$ cat config.mk
export PLATFORM = sky130hd
export DESIGN_NAME = sec_engine
export DESIGN_NICKNAME = d
export VERILOG_FILES = /design/src/sec_pkg.sv /design/src/sec_engine.sv
export VERILOG_INCLUDE_DIRS = /design/src
export SDC_FILE = /design/constraint.sdc
export NUM_CORES = 2
export LEC_CHECK = 0
export BUFFER_PORTS_ARGS = -buffer_cell sky130_fd_sc_hd__buf_2
export CELL_PAD_IN_SITES_DETAIL_PLACEMENT = 1
export CELL_PAD_IN_SITES_GLOBAL_PLACEMENT = 1
export CORE_MARGIN = 1
export CORE_UTILIZATION = 51
export CTS_CLUSTER_SIZE = 12
export DETAILED_ROUTE_END_ITERATION = 12
export PLACE_DENSITY_LB_ADDON = 0.1
export SLEW_MARGIN = 20
export SYNTH_ARGS = -nofsm -noshare
export SYNTH_HDL_FRONTEND = slang
export SYNTH_SLANG_ARGS = --single-unit
$ cat constraint.sdc
create_clock -name sys_clk_i -period 5.1 [get_ports sys_clk_i]
set_input_delay 1.275 -clock sys_clk_i [delete_from_list [all_inputs] [get_ports sys_clk_i]]
set_output_delay 1.275 -clock sys_clk_i [all_outputs]
set_load 0.01 [all_outputs]
$ cat src/sec_defines.svh
// register offsets, field positions, opcodes and reset values of the security engine
`ifndef SEC_DEFINES_SVH
`define SEC_DEFINES_SVH

// register byte offsets on the wishbone slave
`define SEC_ADR_CMD      8'h00
`define SEC_ADR_DATA     8'h04
`define SEC_ADR_STATUS   8'h08
`define SEC_ADR_CTRL     8'h0C
`define SEC_ADR_SECCNT   8'h10

// task-file opcodes
`define SEC_OP_SET_PW    8'hF1
`define SEC_OP_UNLOCK    8'hF2
`define SEC_OP_PREPARE   8'hF3
`define SEC_OP_ERASE     8'hF4
`define SEC_OP_FREEZE    8'hF5
`define SEC_OP_DISABLE   8'hF6

// data sector layout
`define SEC_SECTOR_LAST  8'hFF
`define SEC_PW_WORDS     16
`define SEC_ID_BIT       0
`define SEC_LEVEL_BIT    8

// unlock attempt counter
`define SEC_TRIES        5
`define SEC_CNT_W        3

// status register bit positions
`define SEC_ST_BUSY      0
`define SEC_ST_DRQ       1
`define SEC_ST_ABORT     2
`define SEC_ST_LOCKED    3
`define SEC_ST_FROZEN    4
`define SEC_ST_MAXLVL    5
`define SEC_ST_USERSET   6
`define SEC_ST_PREP      7
`define SEC_ST_CNT_LO    8
`define SEC_ST_EXHAUST   11
`define SEC_ST_SUPP      12

// control register bit positions and reset values
`define SEC_CTRL_SUPP    0
`define SEC_CTRL_RESET   1'b1
`define SEC_SECCNT_RESET 8'h00
`define SEC_SECCNT_FROZE 8'h00

`endif

$ cat src/sec_pkg.sv
// types shared by the security engine and its bench
package sec_pkg;

  // one classic wishbone request from the master
  typedef struct packed {
    logic        cyc;
    logic        stb;
    logic        we;
    logic [7:0]  adr;
    logic [3:0]  sel;
    logic [31:0] dat;
  } sec_wb_req_type;

  // command sequencer states
  typedef enum logic [1:0] {
    SEC_IDLE,
    SEC_XFER,
    SEC_EXEC
  } sec_state_type;

endpackage : sec_pkg

$ cat src/sec_engine.sv
// ata security command engine with a classic wishbone register slave
// Notes on behaviour
// - abort erase-unit not preceded by erase-prepare
// - erase-unit sector: id bit, 16-word password
// - abort erase-unit on password mismatch
// - freeze-lock sets frozen until hardware reset
// - frozen rejects set, unlock, disable, erase
// - freeze-lock while frozen completes, stays frozen
// - freeze-lock completion zeroes sector count
// - unsupported security runs freeze opcode as wear-level
// - set-password sector: id bit, password words
// - user set stores password, locks after hardware reset
// - high level unlocks by user or master
// - maximum level unlocks by user only
// - master set keeps lock mode and level
// - master unlock at high compares master password
// - master unlock at maximum rejected without compare
// - user unlock compares user password
// - unlock mismatch aborts, decrements counter while locked
// - counter starts five, drops while locked
// - counter zero aborts unlock and erase until reset
// - unlock while unlocked leaves counter alone
// - disable-password match clears lock, keeps master
`timescale 1ns/1ns
`include "sec_defines.svh"

module sec_engine #(
  parameter int PW_WORDS = `SEC_PW_WORDS,
  parameter int TRIES    = `SEC_TRIES
) (
  input  wire logic                  sys_clk_i,
  input  wire logic                  reset_i,
  input  wire logic                  hard_reset_i,
  input  wire sec_pkg::sec_wb_req_type wb_req_i,
  output logic                       wb_ack_o,
  output logic [31:0]                wb_dat_o,
  output logic                       erase_start_o,
  output logic                       wear_level_o,
  output logic                       cmd_done_o
);
  import sec_pkg::*;

  // refuse shapes the sector layout or counter cannot hold
  generate
    if (PW_WORDS < 1 || PW_WORDS > 254) begin : g_bad_words
      $error("sec_engine: PW_WORDS out of range");
    end
    // the counter must hold the start value and fit its status field
    if (TRIES < 1 || TRIES >= (1 << `SEC_CNT_W)) begin : g_bad_tries
      $error("sec_engine: TRIES out of range");
    end
    if (`SEC_ST_CNT_LO + `SEC_CNT_W > `SEC_ST_EXHAUST) begin : g_bad_field
      $error("sec_engine: counter field overlaps status bits");
    end
  endgenerate

  localparam logic [`SEC_CNT_W-1:0] TRIES_INIT = `SEC_CNT_W'(TRIES);

  // opcodes that would change the lock mode
  function automatic logic op_guarded(input logic [7:0] op);
    op_guarded = (op == `SEC_OP_SET_PW) || (op == `SEC_OP_UNLOCK) ||
                 (op == `SEC_OP_ERASE) || (op == `SEC_OP_DISABLE);
  endfunction : op_guarded

  // opcodes that use the unlock attempt counter
  function automatic logic op_counted(input logic [7:0] op);
    op_counted = (op == `SEC_OP_UNLOCK) || (op == `SEC_OP_ERASE);
  endfunction : op_counted

  // sequencer and sector capture
  sec_state_type                 state_q;
  sec_state_type                 state_d;
  logic [7:0]                    op_q;
  logic [7:0]                    idx_q;
  logic [15:0]                   ctrlw_q;
  logic                          mis_user_q;
  logic                          mis_master_q;

  // security mode and command result
  logic                          abort_q;
  logic                          locked_q;
  logic                          frozen_q;
  logic                          maxlvl_q;
  logic                          user_set_q;
  logic                          prep_q;
  logic [`SEC_CNT_W-1:0]         cnt_q;
  logic                          supp_q;
  logic [7:0]                    seccnt_q;

  // stored passwords and the sector buffer
  logic [PW_WORDS-1:0][15:0]     user_pw_q;
  logic [PW_WORDS-1:0][15:0]     master_pw_q;
  logic [PW_WORDS-1:0][15:0]     buf_q;

  // bus answer and output pulses
  logic                          ack_q;
  logic [31:0]                   dat_q;
  logic                          erase_q;
  logic                          wear_q;
  logic                          done_q;

  // per-word decode, one bit or word for each password word
  wire logic [PW_WORDS-1:0]       word_hit;
  wire logic [PW_WORDS-1:0]       user_ne;
  wire logic [PW_WORDS-1:0]       master_ne;
  wire logic [PW_WORDS-1:0][15:0] buf_d;

  // bus decode; a request is served once, in the cycle before ack
  wire logic       bus_req   = wb_req_i.cyc && wb_req_i.stb && !ack_q;
  wire logic       bus_wr    = bus_req && wb_req_i.we;
  wire logic       lane0     = wb_req_i.sel[0];
  wire logic       lanes01   = wb_req_i.sel[0] && wb_req_i.sel[1];
  wire logic       cmd_wr    = bus_wr && lane0 && (wb_req_i.adr == `SEC_ADR_CMD);
  wire logic       ctrl_wr   = bus_wr && lane0 && (wb_req_i.adr == `SEC_ADR_CTRL);
  wire logic       scnt_wr   = bus_wr && lane0 && (wb_req_i.adr == `SEC_ADR_SECCNT);
  wire logic       word_wr   = bus_wr && lanes01 && (wb_req_i.adr == `SEC_ADR_DATA) &&
                               (state_q == SEC_XFER);
  wire logic [7:0] new_op    = wb_req_i.dat[7:0];

  // command acceptance, only while idle
  wire logic       start     = cmd_wr && (state_q == SEC_IDLE);
  wire logic       exhausted = (cnt_q == '0);
  wire logic       is_prep   = new_op == `SEC_OP_PREPARE;
  wire logic       is_frz    = new_op == `SEC_OP_FREEZE;
  wire logic       wear_go   = start && !supp_q && is_frz;
  wire logic       rej_frz   = frozen_q && op_guarded(new_op);
  wire logic       rej_prep  = (new_op == `SEC_OP_ERASE) && !prep_q;
  wire logic       rej_cnt   = exhausted && op_counted(new_op);
  wire logic       rej_now   = !supp_q ? !is_frz :
                               (rej_frz || rej_prep || rej_cnt ||
                                !(op_guarded(new_op) || is_prep || is_frz));
  wire logic       needs_data = supp_q && !rej_now && op_guarded(new_op);
  wire logic       quick_ok  = start && !rej_now && !needs_data;

  // the data phase ends with the last word of the sector
  wire logic       last_word = word_wr && (idx_q == `SEC_SECTOR_LAST);

  // execution decisions from the captured sector
  wire logic       id_master = ctrlw_q[`SEC_ID_BIT];
  wire logic       pw_match  = id_master ? !mis_master_q : !mis_user_q;
  wire logic       exec      = state_q == SEC_EXEC;
  wire logic       is_set    = op_q == `SEC_OP_SET_PW;
  wire logic       is_unl    = op_q == `SEC_OP_UNLOCK;
  wire logic       is_ers    = op_q == `SEC_OP_ERASE;
  wire logic       is_dis    = op_q == `SEC_OP_DISABLE;
  wire logic       unl_nocmp = is_unl && id_master && maxlvl_q;
  wire logic       unl_ok    = is_unl && !unl_nocmp && pw_match;
  wire logic       unl_bad   = is_unl && !unl_ok;
  wire logic       ers_ok    = is_ers && pw_match;
  wire logic       dis_ok    = is_dis && pw_match;
  wire logic       exec_ok   = is_set || unl_ok || ers_ok || dis_ok;
  wire logic       cnt_dec   = exec && unl_bad && !unl_nocmp && locked_q &&
                               !exhausted;
  wire logic       clear_lock = exec && (unl_ok || ers_ok || dis_ok);

  // mode events; a hardware reset outranks a command finishing in its cycle
  wire logic       set_user   = exec && is_set && !id_master;
  wire logic       user_clr   = exec && (ers_ok || dis_ok);
  wire logic       frz_go     = start && supp_q && is_frz;

  // completion events: quick commands end at the command write, others after execute
  wire logic       quick_done = start && !needs_data;
  wire logic       ers_go     = exec && ers_ok;

  // per-word capture and compare, so no wide mux sits in the data path
  generate
    for (genvar i = 0; i < PW_WORDS; i++) begin : g_pw
      assign word_hit[i]  = word_wr && (idx_q == 8'(i + 1));
      assign user_ne[i]   = wb_req_i.dat[15:0] != user_pw_q[i];
      assign master_ne[i] = wb_req_i.dat[15:0] != master_pw_q[i];
      assign buf_d[i]     = word_hit[i] ? wb_req_i.dat[15:0] : buf_q[i];
    end
  endgenerate

  // sector buffer; one process owns every word so no two processes share it
  always_ff @(posedge sys_clk_i) begin
    if (reset_i) begin
      buf_q <= '0;
    end else begin
      buf_q <= buf_d;
    end
  end

  // next sequencer state; a sector is asked for only when the command needs one
  always_comb begin
    state_d = state_q;
    case (state_q)
      SEC_IDLE: state_d = (needs_data && start) ? SEC_XFER : SEC_IDLE;
      SEC_XFER: state_d = last_word ? SEC_EXEC : SEC_XFER;
      SEC_EXEC: state_d = SEC_IDLE;
      default:  state_d = SEC_IDLE;
    endcase
  end

  // sequencer: idle, sector transfer, one execute cycle
  always_ff @(posedge sys_clk_i) begin
    if (reset_i || hard_reset_i) begin
      state_q <= SEC_IDLE;
    end else begin
      state_q <= state_d;
    end
  end

  // word index, control word and running mismatch flags
  always_ff @(posedge sys_clk_i) begin
    if (reset_i) begin
      op_q         <= '0;
      idx_q        <= '0;
      ctrlw_q      <= '0;
      mis_user_q   <= 1'b0;
      mis_master_q <= 1'b0;
    end else if (start) begin
      op_q         <= new_op;
      idx_q        <= '0;
      mis_user_q   <= 1'b0;
      mis_master_q <= 1'b0;
    end else if (word_wr) begin
      idx_q        <= idx_q + 8'h01;
      ctrlw_q      <= (idx_q == '0) ? wb_req_i.dat[15:0] : ctrlw_q;
      mis_user_q   <= mis_user_q | (|(word_hit & user_ne));
      mis_master_q <= mis_master_q | (|(word_hit & master_ne));
    end
  end

  // reset_i wipes both passwords; only a hardware reset keeps them
  // password store; reserved words past the password are only counted
  always_ff @(posedge sys_clk_i) begin
    if (reset_i) begin
      user_pw_q   <= '0;
      master_pw_q <= '0;
    end else if (exec && is_set) begin
      if (id_master) begin
        master_pw_q <= buf_q;
      end else begin
        user_pw_q   <= buf_q;
      end
    end
  end

  // security mode: user password, level, lock, frozen
  // lock only follows a stored user password at a hardware reset
  always_ff @(posedge sys_clk_i) begin
    if (reset_i) begin
      user_set_q <= 1'b0;
      maxlvl_q   <= 1'b0;
      locked_q   <= 1'b0;
      frozen_q   <= 1'b0;
    end else if (hard_reset_i) begin
      locked_q   <= user_set_q;
      frozen_q   <= 1'b0;
    end else begin
      if (set_user) begin
        user_set_q <= 1'b1;
        maxlvl_q   <= ctrlw_q[`SEC_LEVEL_BIT];
      end else if (user_clr) begin
        user_set_q <= 1'b0;
      end
      if (clear_lock) begin
        locked_q <= 1'b0;
      end
      if (frz_go) begin
        frozen_q <= 1'b1;
      end
    end
  end

  // unlock attempts and the erase-prepare marker
  always_ff @(posedge sys_clk_i) begin
    if (reset_i || hard_reset_i) begin
      cnt_q  <= TRIES_INIT;
      prep_q <= 1'b0;
    end else begin
      if (cnt_dec) begin
        cnt_q <= cnt_q - `SEC_CNT_W'(1);
      end
      if (quick_done) begin
        prep_q <= quick_ok && is_prep;
      end else if (exec) begin
        prep_q <= 1'b0;
      end
    end
  end

  // software-owned control and the sector count register
  // a freeze zeroes the count ahead of a write landing in the same cycle
  always_ff @(posedge sys_clk_i) begin
    if (reset_i) begin
      supp_q   <= `SEC_CTRL_RESET;
      seccnt_q <= `SEC_SECCNT_RESET;
    end else begin
      if (ctrl_wr) begin
        supp_q <= wb_req_i.dat[`SEC_CTRL_SUPP];
      end
      if (quick_ok && supp_q && is_frz) begin
        seccnt_q <= `SEC_SECCNT_FROZE;
      end else if (scnt_wr) begin
        seccnt_q <= wb_req_i.dat[7:0];
      end
    end
  end

  // completion pulses and the sticky abort result of the last command
  // pulses last one cycle; the abort flag holds until the next command starts
  always_ff @(posedge sys_clk_i) begin
    if (reset_i) begin
      abort_q <= 1'b0;
      done_q  <= 1'b0;
      erase_q <= 1'b0;
      wear_q  <= 1'b0;
    end else begin
      done_q  <= quick_done || exec;
      erase_q <= ers_go;
      wear_q  <= wear_go;
      if (start) begin
        abort_q <= rej_now;
      end else if (exec) begin
        abort_q <= !exec_ok;
      end
    end
  end

  // status word assembled from live state
  logic [31:0] status_word;
  always_comb begin
    status_word                    = '0;
    status_word[`SEC_ST_BUSY]      = state_q != SEC_IDLE;
    status_word[`SEC_ST_DRQ]       = state_q == SEC_XFER;
    status_word[`SEC_ST_ABORT]     = abort_q;
    status_word[`SEC_ST_LOCKED]    = locked_q;
    status_word[`SEC_ST_FROZEN]    = frozen_q;
    status_word[`SEC_ST_MAXLVL]    = maxlvl_q;
    status_word[`SEC_ST_USERSET]   = user_set_q;
    status_word[`SEC_ST_PREP]      = prep_q;
    status_word[`SEC_ST_CNT_LO +: `SEC_CNT_W] = cnt_q;
    status_word[`SEC_ST_EXHAUST]   = exhausted;
    status_word[`SEC_ST_SUPP]      = supp_q;
  end

  // read address decode, kept as named strobes for the mux below
  wire logic       rd_cmd    = wb_req_i.adr == `SEC_ADR_CMD;
  wire logic       rd_stat   = wb_req_i.adr == `SEC_ADR_STATUS;
  wire logic       rd_ctrl   = wb_req_i.adr == `SEC_ADR_CTRL;
  wire logic       rd_scnt   = wb_req_i.adr == `SEC_ADR_SECCNT;

  // read mux; unmapped offsets and the data port read as zero
  wire logic [31:0] rd_word =
    rd_cmd  ? {24'h00_0000, op_q} :
    rd_stat ? status_word :
    rd_ctrl ? {31'h0, supp_q} :
    rd_scnt ? {24'h00_0000, seccnt_q} :
              32'h0000_0000;

  // single-cycle answer; every address is acked so the master never hangs
  // ack falls for a cycle after each answer, so a held strobe is taken only every other cycle
  always_ff @(posedge sys_clk_i) begin
    if (reset_i) begin
      ack_q <= 1'b0;
      dat_q <= '0;
    end else begin
      ack_q <= bus_req;
      dat_q <= bus_req && !wb_req_i.we ? rd_word : dat_q;
    end
  end

  assign wb_ack_o      = ack_q;
  assign wb_dat_o      = dat_q;
  assign erase_start_o = erase_q;
  assign wear_level_o  = wear_q;
  assign cmd_done_o    = done_q;

endmodule : sec_engine

==> results_dict.tcl <==
set metrics [dict create \
    fin_crit_ns 3.630 \
    r2r-start "state_q[0]" \
    avgSynthCellArea_um2 7.863 \
    status "complete, no violations" \
    cts_sinks 825 \
    syn_inst 4502 \
    track_usage_pct 30.17 \
    io_buffer_count 48 \
    hold_path.class "reg -> reg" \
    layoutNonFillerInstCount 5362 \
    grt-ovfl-total 0 \
    clk_latency_ns 0.65 \
    wl_per_cell_um 19.94 \
    slowest_delay_ns 0.61 \
    post_drt_via_cell_ratio 5.592 \
    cp_slowest_cell "nor4_1" \
    cts_resized 0 \
    yosysTopAreaCell "dfxtp_1" \
    yosysMostFrequentCell "nand2_1" \
    yosysSeqAreaShare_pct 46.66 \
    ios 86 \
    crit_arrival_ns 4.12 \
    placementRows 96 \
    min_from "seccnt_q[4]" \
    grt_pass1_wl_mm 170.7 \
    rsz0062_at_grt "no" \
    cp_common_cell "buf_4" \
    post-place-ws_ns 0.9564 \
    htreeDepth 3 \
    cp_max_fo 29 \
    yosys_register_bits 825 \
    die_w_um 265.5 \
    clk_pin_slew_ns 0.06 \
    cts_setup_buffers 0 \
    cp-end-kind "flip-flop" \
    synth_common_cells "nand2_1 (1,573), dfxtp_1 (825), a21oi_1 (800), xnor2_1 (420), clkbuf_1 (213)" \
    cp-start-kind "input port" \
    holdBufCountCts 0 \
    crit_type "in -> reg" \
    vdd_drop_max_mv 0.2671 \
    core_um2 68590 \
    crit_chain "buf_4 > buf_4 > buf_4 > xnor2_1 > nand4_1 > nor4_1 > o22ai_1 > nor4_1 > a21oi_1" \
    nets 4421 \
    synth_top_flop_cell "dfxtp_1" \
    setup_ws_ns 1.470 \
    gp_congestion 0.8323 \
    placed_cells 5206 \
    diodes 0 \
    finalSetupViolCount 0 \
    synth_top_area_share_pct 46.66 \
    maxSlewViolCount 0 \
    synth_edf_count 0 \
    utilization_pct 56.81 \
    hold_viol 0 \
    syn_to_final_growth_pct 10.07 \
    hpwl_mm 61.43 \
    fill_cells 8384 \
    setup_tns_ns 0 \
    worstSetupStartpoint "wb_req_i[1]" \
    ctsRootBufferMaster "clkbuf_16" \
    grt_pass1_vias 30950 \
    skew_ns 0.02139 \
    async_reset_ff_share_pct 0 \
    ant_nets 0 \
    die_area_um2 70460 \
    drt_iter0_drc 1718 \
    drv_cap 0 \
    fmax_mhz 275.5 \
    initial_core_util_pct 51.61 \
    wl_mm 106.9 \
    synth_area_leaders "dfxtp_1 (47%), nand2_1 (17%), a21oi_1 (11%)" \
    vias 29980 \
    antenna_found_initial 1 \
    required_ns 5.59 \
    firstDrtPassIters 5 \
    cts_buffers 88 \
    ys_warn_count 0 \
    period_share_pct 71.18 \
    grt_max_degree 220 \
    powerDensity_nw_per_um2 344.5 \
    synth.distinct_cells 56 \
    p_leak_nw 12.12 \
    cts_tree "built" \
    post-route-drc-count 0 \
    slew_headroom_pct 23.03 \
    worst_pin_slew_ns 1.155 \
    drive_gt1_share_pct 6.951 \
    die_h_um 265.5 \
    clock_path_buffers 3 \
    syn_area_um2 35400 \
]
==> cell type report <==
class | instances | area, um^2 | share of cell area (%)
multi-input combinational | 3312 | 17270 | 44.33
sequential | 825 | 16520 | 42.39
clock buffer | 139 | 2696 | 6.920
tap | 931 | 1165 | 2.990
timing repair buffer | 131 | 1126 | 2.890
clock inverter | 17 | 162.7 | 0.4175
inverter | 7 | 26.28 | 0.06744
==> logic make-up after synthesis <==
family                     share of synthesized area, %
muxes                                            0.3111
DFF                                               46.66
xor gates and xnor gates                          12.92
and+or+nand+nor                                   22.94
AOI/OAI and AO/OA                                 12.13
other                                           0.01059
buffers and inverters                             4.814
adders and majority gates                        0.2121
==> stage by stage <==
step           hold slack (ns)  total power [W]  cell area, um^2
5_1_grt                 0.4741          0.01380            38960
2_1_floorplan           0.4360         0.007018            35470
6_report                0.4569          0.01342            38960
4_1_cts                 0.4583          0.01352            38960
3_5_place_dp            0.4502         0.007218            36100
3_3_place_gp            0.4373         0.007215            36100
==> path summary, 6_finish.rpt <==
| kind | end | slack, ns | cells after the start |
|---|---|---|---|
| worst min-delay path | seccnt_q[4] | 0.46 | 2 |
| worst max-delay path | mis_user_q | 1.47 | 9 |
| worst min register to register | seccnt_q[4] | 0.46 | 2 |
| worst max register to register | buf_q[223] | 2.18 | 7 |
==> sequential cells by signal (all words and copies together) (netlist names), 2 cells and up <==
signal,flops
buf_q,256
cnt_q,3
ctrlw_q,2
idx_q,8
master_pw_q,256
op_q,8
seccnt_q,8
state_q,2
user_pw_q,256
wb_dat_o,13
==> worst max-delay path, delay by kind of cell <==
| kind | cells | cell delay [ns] |
|---|---|---|
| AO/OA/AOI/OAI | 2 | 0.30 |
| XOR/XNOR | 1 | 0.16 |
| buffers and inverters | 3 | 1.09 |
| AND/OR/NAND/NOR | 3 | 1.25 |
==> cells in the final DEF, fill, tap and decap left out, types with 6 or more instances in the layout <==
| cell type | count |
|---|---|
| buf_12 | 17 |
| a21oi_1 | 800 |
| clkbuf_16 | 90 |
| clkbuf_8 | 26 |
| nand2_1 | 1572 |
| mux2i_1 | 11 |
| buf_4 | 82 |
| nand2b_1 | 8 |
| nand3_1 | 22 |
| clkbuf_1 | 23 |
| clkinv_2 | 11 |
| ha_1 | 6 |
| buf_2 | 31 |
| nor2_2 | 8 |
| nor4_1 | 53 |
| xor2_1 | 102 |
| nand4_1 | 121 |
| xnor2_1 | 420 |
| o22ai_1 | 11 |
| nor3_1 | 15 |
| nor2_1 | 49 |
| conb_1 | 19 |
| a221o_1 | 6 |
| dfxtp_1 | 825 |
| inv_1 | 7 |
| nor2b_1 | 13 |
| nand4_2 | 11 |
==> where the power goes <==
group	switching, W	internal (W)	total (W)
combinational	0.000435	0.000198	0.000632
clock	0.00267	0.00368	0.00634
sequential	0.00000168	0.00645	0.00645
==> metal layers <==
layer / routed length (um) / global-route usage (%) / vias to the layer above
met4: 2494 / 8.264 / 0
met5: 0 / 0 / -
met2: 52530 / 52.72 / 455
met3: 3368 / 2.990 / 139
met1: 48540 / 39.49 / 15060
li1: - / - / 14330
(Power assumes the default switching activity.)
